## src/rtl/gde_pkg.sv

```systemverilog
package gde_pkg;
  // apb register byte addresses
  localparam logic [7:0] ADDR_CTRL = 8'h00;
  localparam logic [7:0] ADDR_ZERO = 8'h04;
  localparam logic [7:0] ADDR_SPAN = 8'h08;
  localparam logic [7:0] ADDR_CMD = 8'h0c;
  localparam logic [7:0] ADDR_STATUS = 8'h10;
  localparam logic [7:0] ADDR_READING = 8'h14;

  // register field positions and reset values
  localparam int CTRL_MODE_BIT = 0;
  localparam int CTRL_GAS_LSB = 1;
  localparam int CTRL_HYST_BIT = 3;
  localparam logic [3:0] CTRL_RESET = 4'h9;
  localparam logic [7:0] ZERO_RESET = 8'h00;
  localparam logic [7:0] SPAN_RESET = 8'h40;
  localparam int CMD_CAPTURE_BIT = 0;
  localparam int CMD_STORE_BIT = 1;
  localparam int STATUS_CODE_LSB = 8;
  localparam int STATUS_STATE_LSB = 16;

  // span of 64 is unity gain
  localparam int SPAN_SHIFT = 6;

  localparam logic [1:0] GAS_HYDROGEN = 2'h0;
  localparam logic [1:0] GAS_METHANE = 2'h1;
  localparam logic [1:0] GAS_PROPANE = 2'h2;

  // reading unit sizes in ppm and range limits in ppm
  localparam int RU_PPM_HYDROGEN = 400;
  localparam int RU_PPM_METHANE = 400;
  localparam int RU_PPM_PROPANE = 200;
  localparam int MAX_PPM_HYDROGEN = 20000;
  localparam int MAX_PPM_METHANE = 25000;
  localparam int MAX_PPM_PROPANE = 10000;
  localparam logic [7:0] MAX_RU_HYDROGEN =
    8'(MAX_PPM_HYDROGEN / RU_PPM_HYDROGEN);
  localparam logic [7:0] MAX_RU_METHANE = 8'(MAX_PPM_METHANE / RU_PPM_METHANE);
  localparam logic [7:0] MAX_RU_PROPANE = 8'(MAX_PPM_PROPANE / RU_PPM_PROPANE);

  // output converter, 78.4 mv per step
  localparam int DAC_BITS = 6;
  localparam logic [5:0] DAC_MAX = 6'h3f;
  localparam logic [5:0] SAFETY_OFFSET = 6'h07;
  localparam logic [5:0] STEP_ERROR = 6'h00;
  localparam logic [5:0] STEP_NORMAL = 6'h10;
  localparam logic [5:0] STEP_WARNING = 6'h20;
  localparam logic [5:0] STEP_ALARM = 6'h30;

  localparam logic [7:0] HYST_BAND = 8'h01;

  // linearising table, nine knots over the normalised signal
  localparam logic [8:0][7:0] LIN_TABLE = {
    8'h78, 8'h4c, 8'h30, 8'h1e, 8'h12, 8'h0a, 8'h05, 8'h02, 8'h00
  };

  typedef enum logic [4:0] {
    ST_WARMUP = 5'b00001,
    ST_NORMAL = 5'b00010,
    ST_WARNING = 5'b00100,
    ST_ALARM = 5'b01000,
    ST_ERROR = 5'b10000
  } gde_state_t;
endpackage : gde_pkg

```

## src/rtl/gde_encoder.sv

```systemverilog
// The APB slave port and the placing of the registers are this design's own decisions.
`timescale 1ns/1ps
module gde_encoder
  import gde_pkg::*;
(
  input wire logic ref_clk,
  input wire logic srst,
  input wire logic clkEn,
  input wire logic psel,
  input wire logic penable,
  input wire logic pwrite,
  input wire logic [7:0] paddr,
  input wire logic [31:0] pwdata,
  output logic [31:0] prdata,
  output logic pready,
  output logic pslverr,
  input wire logic sampleValid,
  input wire logic [7:0] sampleRaw,
  input wire logic warmupActive,
  input wire logic errorActive,
  input wire logic warningActive,
  input wire logic alarmActive,
  output logic [5:0] dacCode,
  output logic nvStoreReq,
  output logic [7:0] nvSpanData
);

  function automatic logic [7:0] sat8(input logic [15:0] v);
    sat8 = (v > 16'h00ff) ? 8'hff : v[7:0];
  endfunction : sat8

  function automatic logic [7:0] tblAt(input logic [3:0] idx);
    tblAt = LIN_TABLE[idx];
  endfunction : tblAt

  function automatic logic [7:0] maxReadingUnit(input logic [1:0] gas);
    logic [7:0] m;
    m = MAX_RU_HYDROGEN;
    if (gas == GAS_METHANE) begin
      m = MAX_RU_METHANE;
    end else if (gas == GAS_PROPANE) begin
      m = MAX_RU_PROPANE;
    end
    maxReadingUnit = m;
  endfunction : maxReadingUnit

  logic [3:0] ctrl_reg;
  logic [7:0] zero_reg;
  logic [7:0] span_reg;
  logic [7:0] raw_reg;
  logic [7:0] lin_reg;
  logic linValid_reg;
  logic [9:0] avg_reg;
  logic avgValid_reg;
  logic [7:0] reading_reg;
  gde_state_t state_reg;
  gde_state_t state_next;
  logic [5:0] dac_next;

  // apb decode
  wire setupPhase = psel & ~penable;
  wire accessDone = psel & penable & pready;
  wire wrDone = accessDone & pwrite;
  wire hitCtrl = (paddr == ADDR_CTRL);
  wire hitZero = (paddr == ADDR_ZERO);
  wire hitSpan = (paddr == ADDR_SPAN);
  wire hitCmd = (paddr == ADDR_CMD);
  wire hitStatus = (paddr == ADDR_STATUS);
  wire hitReading = (paddr == ADDR_READING);
  wire addrMapped = hitCtrl | hitZero | hitSpan | hitCmd | hitStatus |
                    hitReading;
  wire propMode = ctrl_reg[CTRL_MODE_BIT];
  wire [1:0] gasType = ctrl_reg[CTRL_GAS_LSB +: 2];
  wire hystEn = ctrl_reg[CTRL_HYST_BIT];
  wire captureCmd = wrDone & hitCmd & pwdata[CMD_CAPTURE_BIT];
  wire storeCmd = wrDone & hitCmd & pwdata[CMD_STORE_BIT];

  wire [31:0] statusWord = {11'h000, state_reg, 2'h0, dacCode,
                            reading_reg};
  wire [31:0] rdMux =
    hitCtrl ? {28'h0000000, ctrl_reg} :
    hitZero ? {24'h000000, zero_reg} :
    hitSpan ? {24'h000000, span_reg} :
    hitStatus ? statusWord :
    hitReading ? {24'h000000, reading_reg} :
    32'h00000000;

  // baseline removal then span, both saturating
  wire [7:0] netSig = (sampleRaw > zero_reg) ? 8'(sampleRaw - zero_reg) :
                      8'h00;
  wire [15:0] spanProd = 16'(netSig) * 16'(span_reg);
  wire [7:0] spanned = sat8(16'(spanProd >> SPAN_SHIFT));

  // segment knots and linear interpolation inside the segment
  wire [3:0] seg = {1'b0, spanned[7:5]};
  wire [4:0] frac = spanned[4:0];
  wire [7:0] knotLo = tblAt(seg);
  wire [7:0] knotHi = tblAt(4'(seg + 4'h1));
  wire [12:0] interpProd = 13'(8'(knotHi - knotLo)) * 13'(frac);
  wire [7:0] linNext = 8'(knotLo + 8'(interpProd >> 5));

  // first-order average, weight 1/4 on the new sample
  wire [9:0] avgNext = 10'(avg_reg - 10'(avg_reg >> 2) + 10'(lin_reg));
  wire [7:0] avgValue = avg_reg[9:2];

  // clamp to the gas range, expressed in reading units
  wire [7:0] ruLimit = maxReadingUnit(gasType);
  wire [7:0] ruClamped = (avgValue > ruLimit) ? ruLimit : avgValue;
  wire [7:0] ruDiff = (ruClamped > reading_reg) ?
                      8'(ruClamped - reading_reg) :
                      8'(reading_reg - ruClamped);
  // a one-unit wobble is held back to keep the output from chattering
  wire ruHold = hystEn & (ruDiff <= HYST_BAND);

  // proportional code, widened so the sum cannot wrap
  wire [8:0] propSum = 9'(SAFETY_OFFSET) + 9'(reading_reg);
  wire [5:0] propCode = (propSum > 9'(DAC_MAX)) ? DAC_MAX :
                        propSum[5:0];

  // device state, error outranks every other condition
  always_comb begin
    if (errorActive) begin
      state_next = ST_ERROR;
    end else if (warmupActive) begin
      state_next = ST_WARMUP;
    end else if (alarmActive) begin
      state_next = ST_ALARM;
    end else if (warningActive) begin
      state_next = ST_WARNING;
    end else begin
      state_next = ST_NORMAL;
    end
  end

  // output code selection
  always_comb begin
    dac_next = STEP_ERROR;
    unique case (state_reg)
      ST_ERROR: begin
        dac_next = STEP_ERROR;
      end
      ST_WARMUP: begin
        dac_next = propMode ? propCode : STEP_NORMAL;
      end
      ST_NORMAL: begin
        dac_next = propMode ? propCode : STEP_NORMAL;
      end
      ST_WARNING: begin
        // no distinct level in proportional mode
        dac_next = propMode ? propCode : STEP_WARNING;
      end
      ST_ALARM: begin
        dac_next = propMode ? propCode : STEP_ALARM;
      end
      default: begin
        dac_next = STEP_ERROR;
      end
    endcase
  end

  always_ff @(posedge ref_clk) begin
    if (srst) begin
      pready <= 1'b0;
      pslverr <= 1'b0;
      prdata <= 32'h00000000;
    end else if (clkEn) begin
      // zero wait states: answer ready in the first access cycle
      pready <= setupPhase;
      pslverr <= setupPhase & ~addrMapped;
      prdata <= (setupPhase & ~pwrite) ? rdMux : 32'h00000000;
    end
  end

  always_ff @(posedge ref_clk) begin
    if (srst) begin
      ctrl_reg <= CTRL_RESET;
      span_reg <= SPAN_RESET;
    end else if (clkEn) begin
      if (wrDone & hitCtrl) begin
        ctrl_reg <= pwdata[3:0];
      end
      if (wrDone & hitSpan) begin
        span_reg <= pwdata[7:0];
      end
    end
  end

  // a capture command wins over a write to the same register
  always_ff @(posedge ref_clk) begin
    if (srst) begin
      zero_reg <= ZERO_RESET;
    end else if (clkEn) begin
      if (captureCmd) begin
        zero_reg <= raw_reg;
      end else if (wrDone & hitZero) begin
        zero_reg <= pwdata[7:0];
      end
    end
  end

  always_ff @(posedge ref_clk) begin
    if (srst) begin
      nvStoreReq <= 1'b0;
      nvSpanData <= SPAN_RESET;
    end else if (clkEn) begin
      nvStoreReq <= storeCmd;
      if (storeCmd) begin
        nvSpanData <= span_reg;
      end
    end
  end

  always_ff @(posedge ref_clk) begin
    if (srst) begin
      raw_reg <= 8'h00;
      lin_reg <= 8'h00;
      linValid_reg <= 1'b0;
    end else if (clkEn) begin
      linValid_reg <= sampleValid;
      if (sampleValid) begin
        raw_reg <= sampleRaw;
        lin_reg <= linNext;
      end
    end
  end

  always_ff @(posedge ref_clk) begin
    if (srst) begin
      avg_reg <= 10'h000;
      avgValid_reg <= 1'b0;
    end else if (clkEn) begin
      avgValid_reg <= linValid_reg;
      if (state_reg == ST_WARMUP) begin
        avg_reg <= 10'h000;
      end else if (linValid_reg) begin
        avg_reg <= avgNext;
      end
    end
  end

  // 8-bit unit count, the value software sees in the reading register
  always_ff @(posedge ref_clk) begin
    if (srst) begin
      reading_reg <= 8'h00;
    end else if (clkEn) begin
      if (state_reg == ST_WARMUP) begin
        reading_reg <= 8'h00;
      end else if (avgValid_reg & ~ruHold) begin
        reading_reg <= ruClamped;
      end
    end
  end

  always_ff @(posedge ref_clk) begin
    if (srst) begin
      state_reg <= ST_WARMUP;
      dacCode <= STEP_ERROR;
    end else if (clkEn) begin
      state_reg <= state_next;
      dacCode <= dac_next;
    end
  end

endmodule : gde_encoder

```

## config.mk

```make
export PLATFORM = sky130hd
export DESIGN_NAME = gde_encoder
export DESIGN_NICKNAME = d
export VERILOG_FILES = /design/src/rtl/gde_pkg.sv /design/src/rtl/gde_encoder.sv
export SDC_FILE = /design/constraint.sdc
export NUM_CORES = 1
export LEC_CHECK = 0
export BUFFER_PORTS_ARGS = -buffer_cell sky130_fd_sc_hd__buf_2
export CORE_MARGIN = 3
export CORE_UTILIZATION = 40
export CTS_BUF_LIST = sky130_fd_sc_hd__clkbuf_8
export DETAILED_ROUTE_END_ITERATION = 10
export PLACE_DENSITY = 0.65
export SYNTH_ARGS = -nofsm -noshare
export SYNTH_HDL_FRONTEND = slang
export SYNTH_SLANG_ARGS = --single-unit
```

## constraint.sdc

```tcl
create_clock -name ref_clk -period 27.8 [get_ports ref_clk]
set_input_delay 1.39 -clock ref_clk [delete_from_list [all_inputs] [get_ports ref_clk]]
set_output_delay 1.39 -clock ref_clk [all_outputs]
set_load 0.03 [all_outputs]
```

==> run summary <==
cell total after placement -> 1598
number of I/O pins -> 108
fraction of power consumed by the clock network -> 10.2%
cell count of the worst reg-to-reg path -> 59
clock tree from TritonCTS -> done
outcome -> finished clean
cts repair resizes -> 0
width of the die -> 164 um
leading area contributor after synthesis -> sky130_fd_sc_hd__dfxtp_1
sequential area share after synthesis -> 19.5%
count of pins over their slew limit -> 0
final setup margin -> 12.87 ns
fraction of post-synthesis cell area in the top cell type by area -> 19.5%
Yosys warning count -> 0
Layout area overhead -> 7.56%
mean post-synth cell area -> 8.00 um2
count of final setup violators -> 0
number of enable flip-flop cells after synthesis -> 0
maximum clock skew at final layout -> 0.0215 ns
master cell of the clock root buffer -> sky130_fd_sc_hd__clkbuf_8
library cell contributing the largest single delay on the critical path -> sky130_fd_sc_hd__fa_1
total placed instance area -> 10500 um2
final hold slack -> 0.455 ns
count of placed standard cells in the final layout, fillers left out -> 1614
count of state elements after synthesis -> 97
Max Root-Sink Buffers -> 2
data required time at the worst endpoint -> 28.10 ns
number of port buffers -> 70
Least-Margin Pin Slew -> 1.00 ns
end point of the most critical hold path -> lin_reg[5]$_SDFFE_PP0P_
number of antenna diodes -> 0
insertion delay to the later sink of the worst-skew pair -> 0.38 ns
time the worst path needs with I/O delays and setup -> 14.93 ns
Worst path max stage delay -> 0.57 ns
Post-CTS Hold Buffers -> 0
placeable core region -> 24400 um2
largest net degree at the start of global routing -> 93
sort of element at the start of the critical path -> input port
pwr/cell area -> 84.1 nW/um2
DRC violation count after routing -> 0
starting density of the core -> 40.9%
total standard cell area after synthesis -> 9970 um2
number of global-route vias before repair -> 8084
antenna-violating nets left -> 0
logic gate share of total power -> 72.1%
HPWL reported at the end of detailed placement -> 18.8 mm
sequential fraction of design power -> 17.7%
launch instance of the worst min-delay path -> lin_reg[5]$_SDFFE_PP0P_
number of clock sinks -> 97
kind of path behind the tightest hold check -> reg -> reg
accumulated negative setup slack -> 0 ns
routed len/inst -> 14.7 um
number of maximum-capacitance constraint violations -> 0
leakage power summed over all cells -> 4.96 nW
ratio of cells with drive above 1 in the final layout -> 9.69%
via count -> 8479
net switching share of the total power -> 47.6%
Hold Crit Depth -> 2
NetSw -> 429 uW
RD Place Congestion -> 0.897
asr flop ratio synth -> 0%
number of detailed-routing iterations run before antenna repair -> 7
Finished Core Util -> 44.0%
Max Freq -> 67.0 MHz
total global routing overflow -> 0
Synth area leaders -> sky130_fd_sc_hd__dfxtp_1, sky130_fd_sc_hd__ha_1, sky130_fd_sc_hd__fa_1, sky130_fd_sc_hd__a21oi_1, sky130_fd_sc_hd__inv_1
gr usage total -> 18.0%
largest driver fanout on the critical path -> 16
reg2reg setup slack -> 13.65 ns
unrepaired setup endpoints after global routing -> false
Syn Inst Count -> 1246
overall power after layout -> 901 uW
arrival time at the worst endpoint -> 15.23 ns
classification of the worst setup path -> in -> reg
Post-Place Worst Slack -> 12.58 ns
full die area -> 26800 um2
clock transition time at the flip-flop clock pins of the worst setup and hold paths -> 0.09 ns
post-CTS setup-driven buffer insertion count -> 0
antenna violations before repair -> 1
Final Hold Vio Count -> 0
Via density -> 5.25
count of standard-cell rows -> 57
first-pass GRT wire length -> 40.3 mm
peak supply drop -> 0.0000674 V
number of buffers inserted during clock tree synthesis -> 9
number of distinct library cell variants in the gate-level netlist after synthesis -> 78
Die Span Y -> 164 um
remaining max-slew budget at the tightest pin -> 33.1%
cell repeated most along the worst path -> sky130_fd_sc_hd__inv_1
Total Wirelength -> 23.7 mm
Starting DRT DRC Count -> 671
endpoint of the worst-slack reg-to-reg timing path -> lin_reg[7]$_SDFFE_PP0P_
critical register-to-register path startpoint -> zero_reg[0]$_SDFFE_PP0P_
type of element capturing the critical path -> flip-flop
number of nets in the final layout -> 1512
depth of the CTS H-tree -> 3
prevailing post-synth register cell -> sky130_fd_sc_hd__dfxtp_1
internal power -> 472 uW
max reg flops -> 19
Final Cycle Share -> 53.7%
post-route design area -> 10700 um2
fill cell count -> 2499
area by class of cell:
cell class / instances / area, um2 / share of cell area, %
inverters: 149 / 559 / 5.22
flip-flops and latches: 97 / 1940 / 18.1
repair buffers: 75 / 390 / 3.64
well taps: 324 / 405 / 3.78
multi-input cells: 953 / 7230 / 67.4
clock buffers: 10 / 138 / 1.28
clock inverters: 6 / 58.8 / 0.549
cell usage in the layout (no fill, tap or decap), types with 4 or more instances in the layout:
cell and n:
sky130_fd_sc_hd__xor2_1 20, sky130_fd_sc_hd__o211ai_1 7, sky130_fd_sc_hd__inv_1 148, sky130_fd_sc_hd__nor3_1 15, sky130_fd_sc_hd__and4_1 5, sky130_fd_sc_hd__fa_1 64
sky130_fd_sc_hd__nor2b_1 10, sky130_fd_sc_hd__xnor2_1 29, sky130_fd_sc_hd__nand2b_1 5, sky130_fd_sc_hd__nand4_1 10, sky130_fd_sc_hd__nor2_1 143, sky130_fd_sc_hd__a21o_1 13
sky130_fd_sc_hd__mux2_2 4, sky130_fd_sc_hd__nand3_1 24, sky130_fd_sc_hd__buf_4 6, sky130_fd_sc_hd__o21bai_1 13, sky130_fd_sc_hd__buf_2 69, sky130_fd_sc_hd__a211oi_1 6
sky130_fd_sc_hd__a21oi_1 111, sky130_fd_sc_hd__and3_1 4, sky130_fd_sc_hd__o21ai_0 32, sky130_fd_sc_hd__o21ai_1 4, sky130_fd_sc_hd__or3_1 6, sky130_fd_sc_hd__ha_1 104
sky130_fd_sc_hd__a31oi_1 4, sky130_fd_sc_hd__a22o_1 8, sky130_fd_sc_hd__nand2_1 113, sky130_fd_sc_hd__and2_1 54, sky130_fd_sc_hd__nand3b_1 7, sky130_fd_sc_hd__dfxtp_1 97
sky130_fd_sc_hd__a211o_1 5, sky130_fd_sc_hd__clkbuf_8 10, sky130_fd_sc_hd__or2_2 12, sky130_fd_sc_hd__conb_1 13, sky130_fd_sc_hd__o21a_1 6, sky130_fd_sc_hd__nor4b_1 4
sky130_fd_sc_hd__a22oi_1 20, sky130_fd_sc_hd__a222oi_1 8, sky130_fd_sc_hd__mux2i_1 22
Yosys cell counts, types with 12 or more instances:
cell type	n
sky130_fd_sc_hd__clkbuf_1	35
sky130_fd_sc_hd__fa_1	64
sky130_fd_sc_hd__xor2_1	20
sky130_fd_sc_hd__nand2_1	113
sky130_fd_sc_hd__o21ai_0	32
sky130_fd_sc_hd__nor3_1	15
sky130_fd_sc_hd__a22oi_1	20
sky130_fd_sc_hd__mux2i_1	22
sky130_fd_sc_hd__buf_4	13
sky130_fd_sc_hd__nand3_1	24
sky130_fd_sc_hd__or2_2	12
sky130_fd_sc_hd__nor2_1	143
sky130_fd_sc_hd__o21bai_1	13
sky130_fd_sc_hd__dfxtp_1	97
sky130_fd_sc_hd__and2_1	54
sky130_fd_sc_hd__inv_1	148
sky130_fd_sc_hd__ha_1	104
sky130_fd_sc_hd__a21o_1	13
sky130_fd_sc_hd__xnor2_1	29
sky130_fd_sc_hd__a21oi_1	111
worst max-delay path: cells and delay by family:
kind | cells | cell delay (ns)
XOR/XNOR | 3 | 0.75
AO/OA/AOI/OAI | 14 | 2.99
multiplexers | 3 | 0.42
AND/OR/NAND/NOR | 17 | 3.02
buffers and inverters | 10 | 0.69
adder cells (fa/ha/maj) | 14 | 5.97
worst max path at each step:
stage	from	to	slack, ns	cells after the start
CTS	sampleRaw[0]	lin_reg[7]$_SDFFE_PP0P_	12.91	61
detailed placement	sampleRaw[0]	lin_reg[7]$_SDFFE_PP0P_	12.58	61
floorplan	sampleRaw[1]	lin_reg[7]$_SDFFE_PP0P_	14.41	59
global route	sampleRaw[0]	lin_reg[7]$_SDFFE_PP0P_	11.72	61
finish	sampleRaw[0]	lin_reg[7]$_SDFFE_PP0P_	12.87	61
global placement	sampleRaw[0]	lin_reg[7]$_SDFFE_PP0P_	12.71	61
power groups by stage:
stage	Clock (mW)	Combinational (mW)	Sequential, mW
4_1_cts	0.0935	0.655	0.160
6_report	0.0918	0.650	0.160
3_3_place_gp	0	0.637	0.163
3_5_place_dp	0	0.651	0.163
2_1_floorplan	0	0.533	0.160
5_1_grt	0.0996	0.743	0.162
layer usage:
| layer | wire [um] | vias up | track usage (%) |
|---|---|---|---|
| met5 | 13 | - | 0 |
| met4 | 332 | 2 | 3.69 |
| met3 | 833 | 23 | 2.02 |
| met2 | 10800 | 138 | 29.4 |
| met1 | 11700 | 4060 | 25.8 |
| li1 | - | 4256 | - |
cell families (layout without fill, tap and decap cells):
logic type                 Yosys count  in the layout  synth area share, %
buffers and inverters              208            240                 8.46
adders and majority gates          168            168                 25.9
AOI/OAI and AO/OA                  264            264                 17.5
DFF                                 97             97                 19.5
xor gates and xnor gates            52             52                 4.80
other                                1             13               0.0376
muxes                               27             27                 2.89
and+or+nand+nor                    429            429                 20.9
Note: power is estimated with default switching activity, not from simulation.
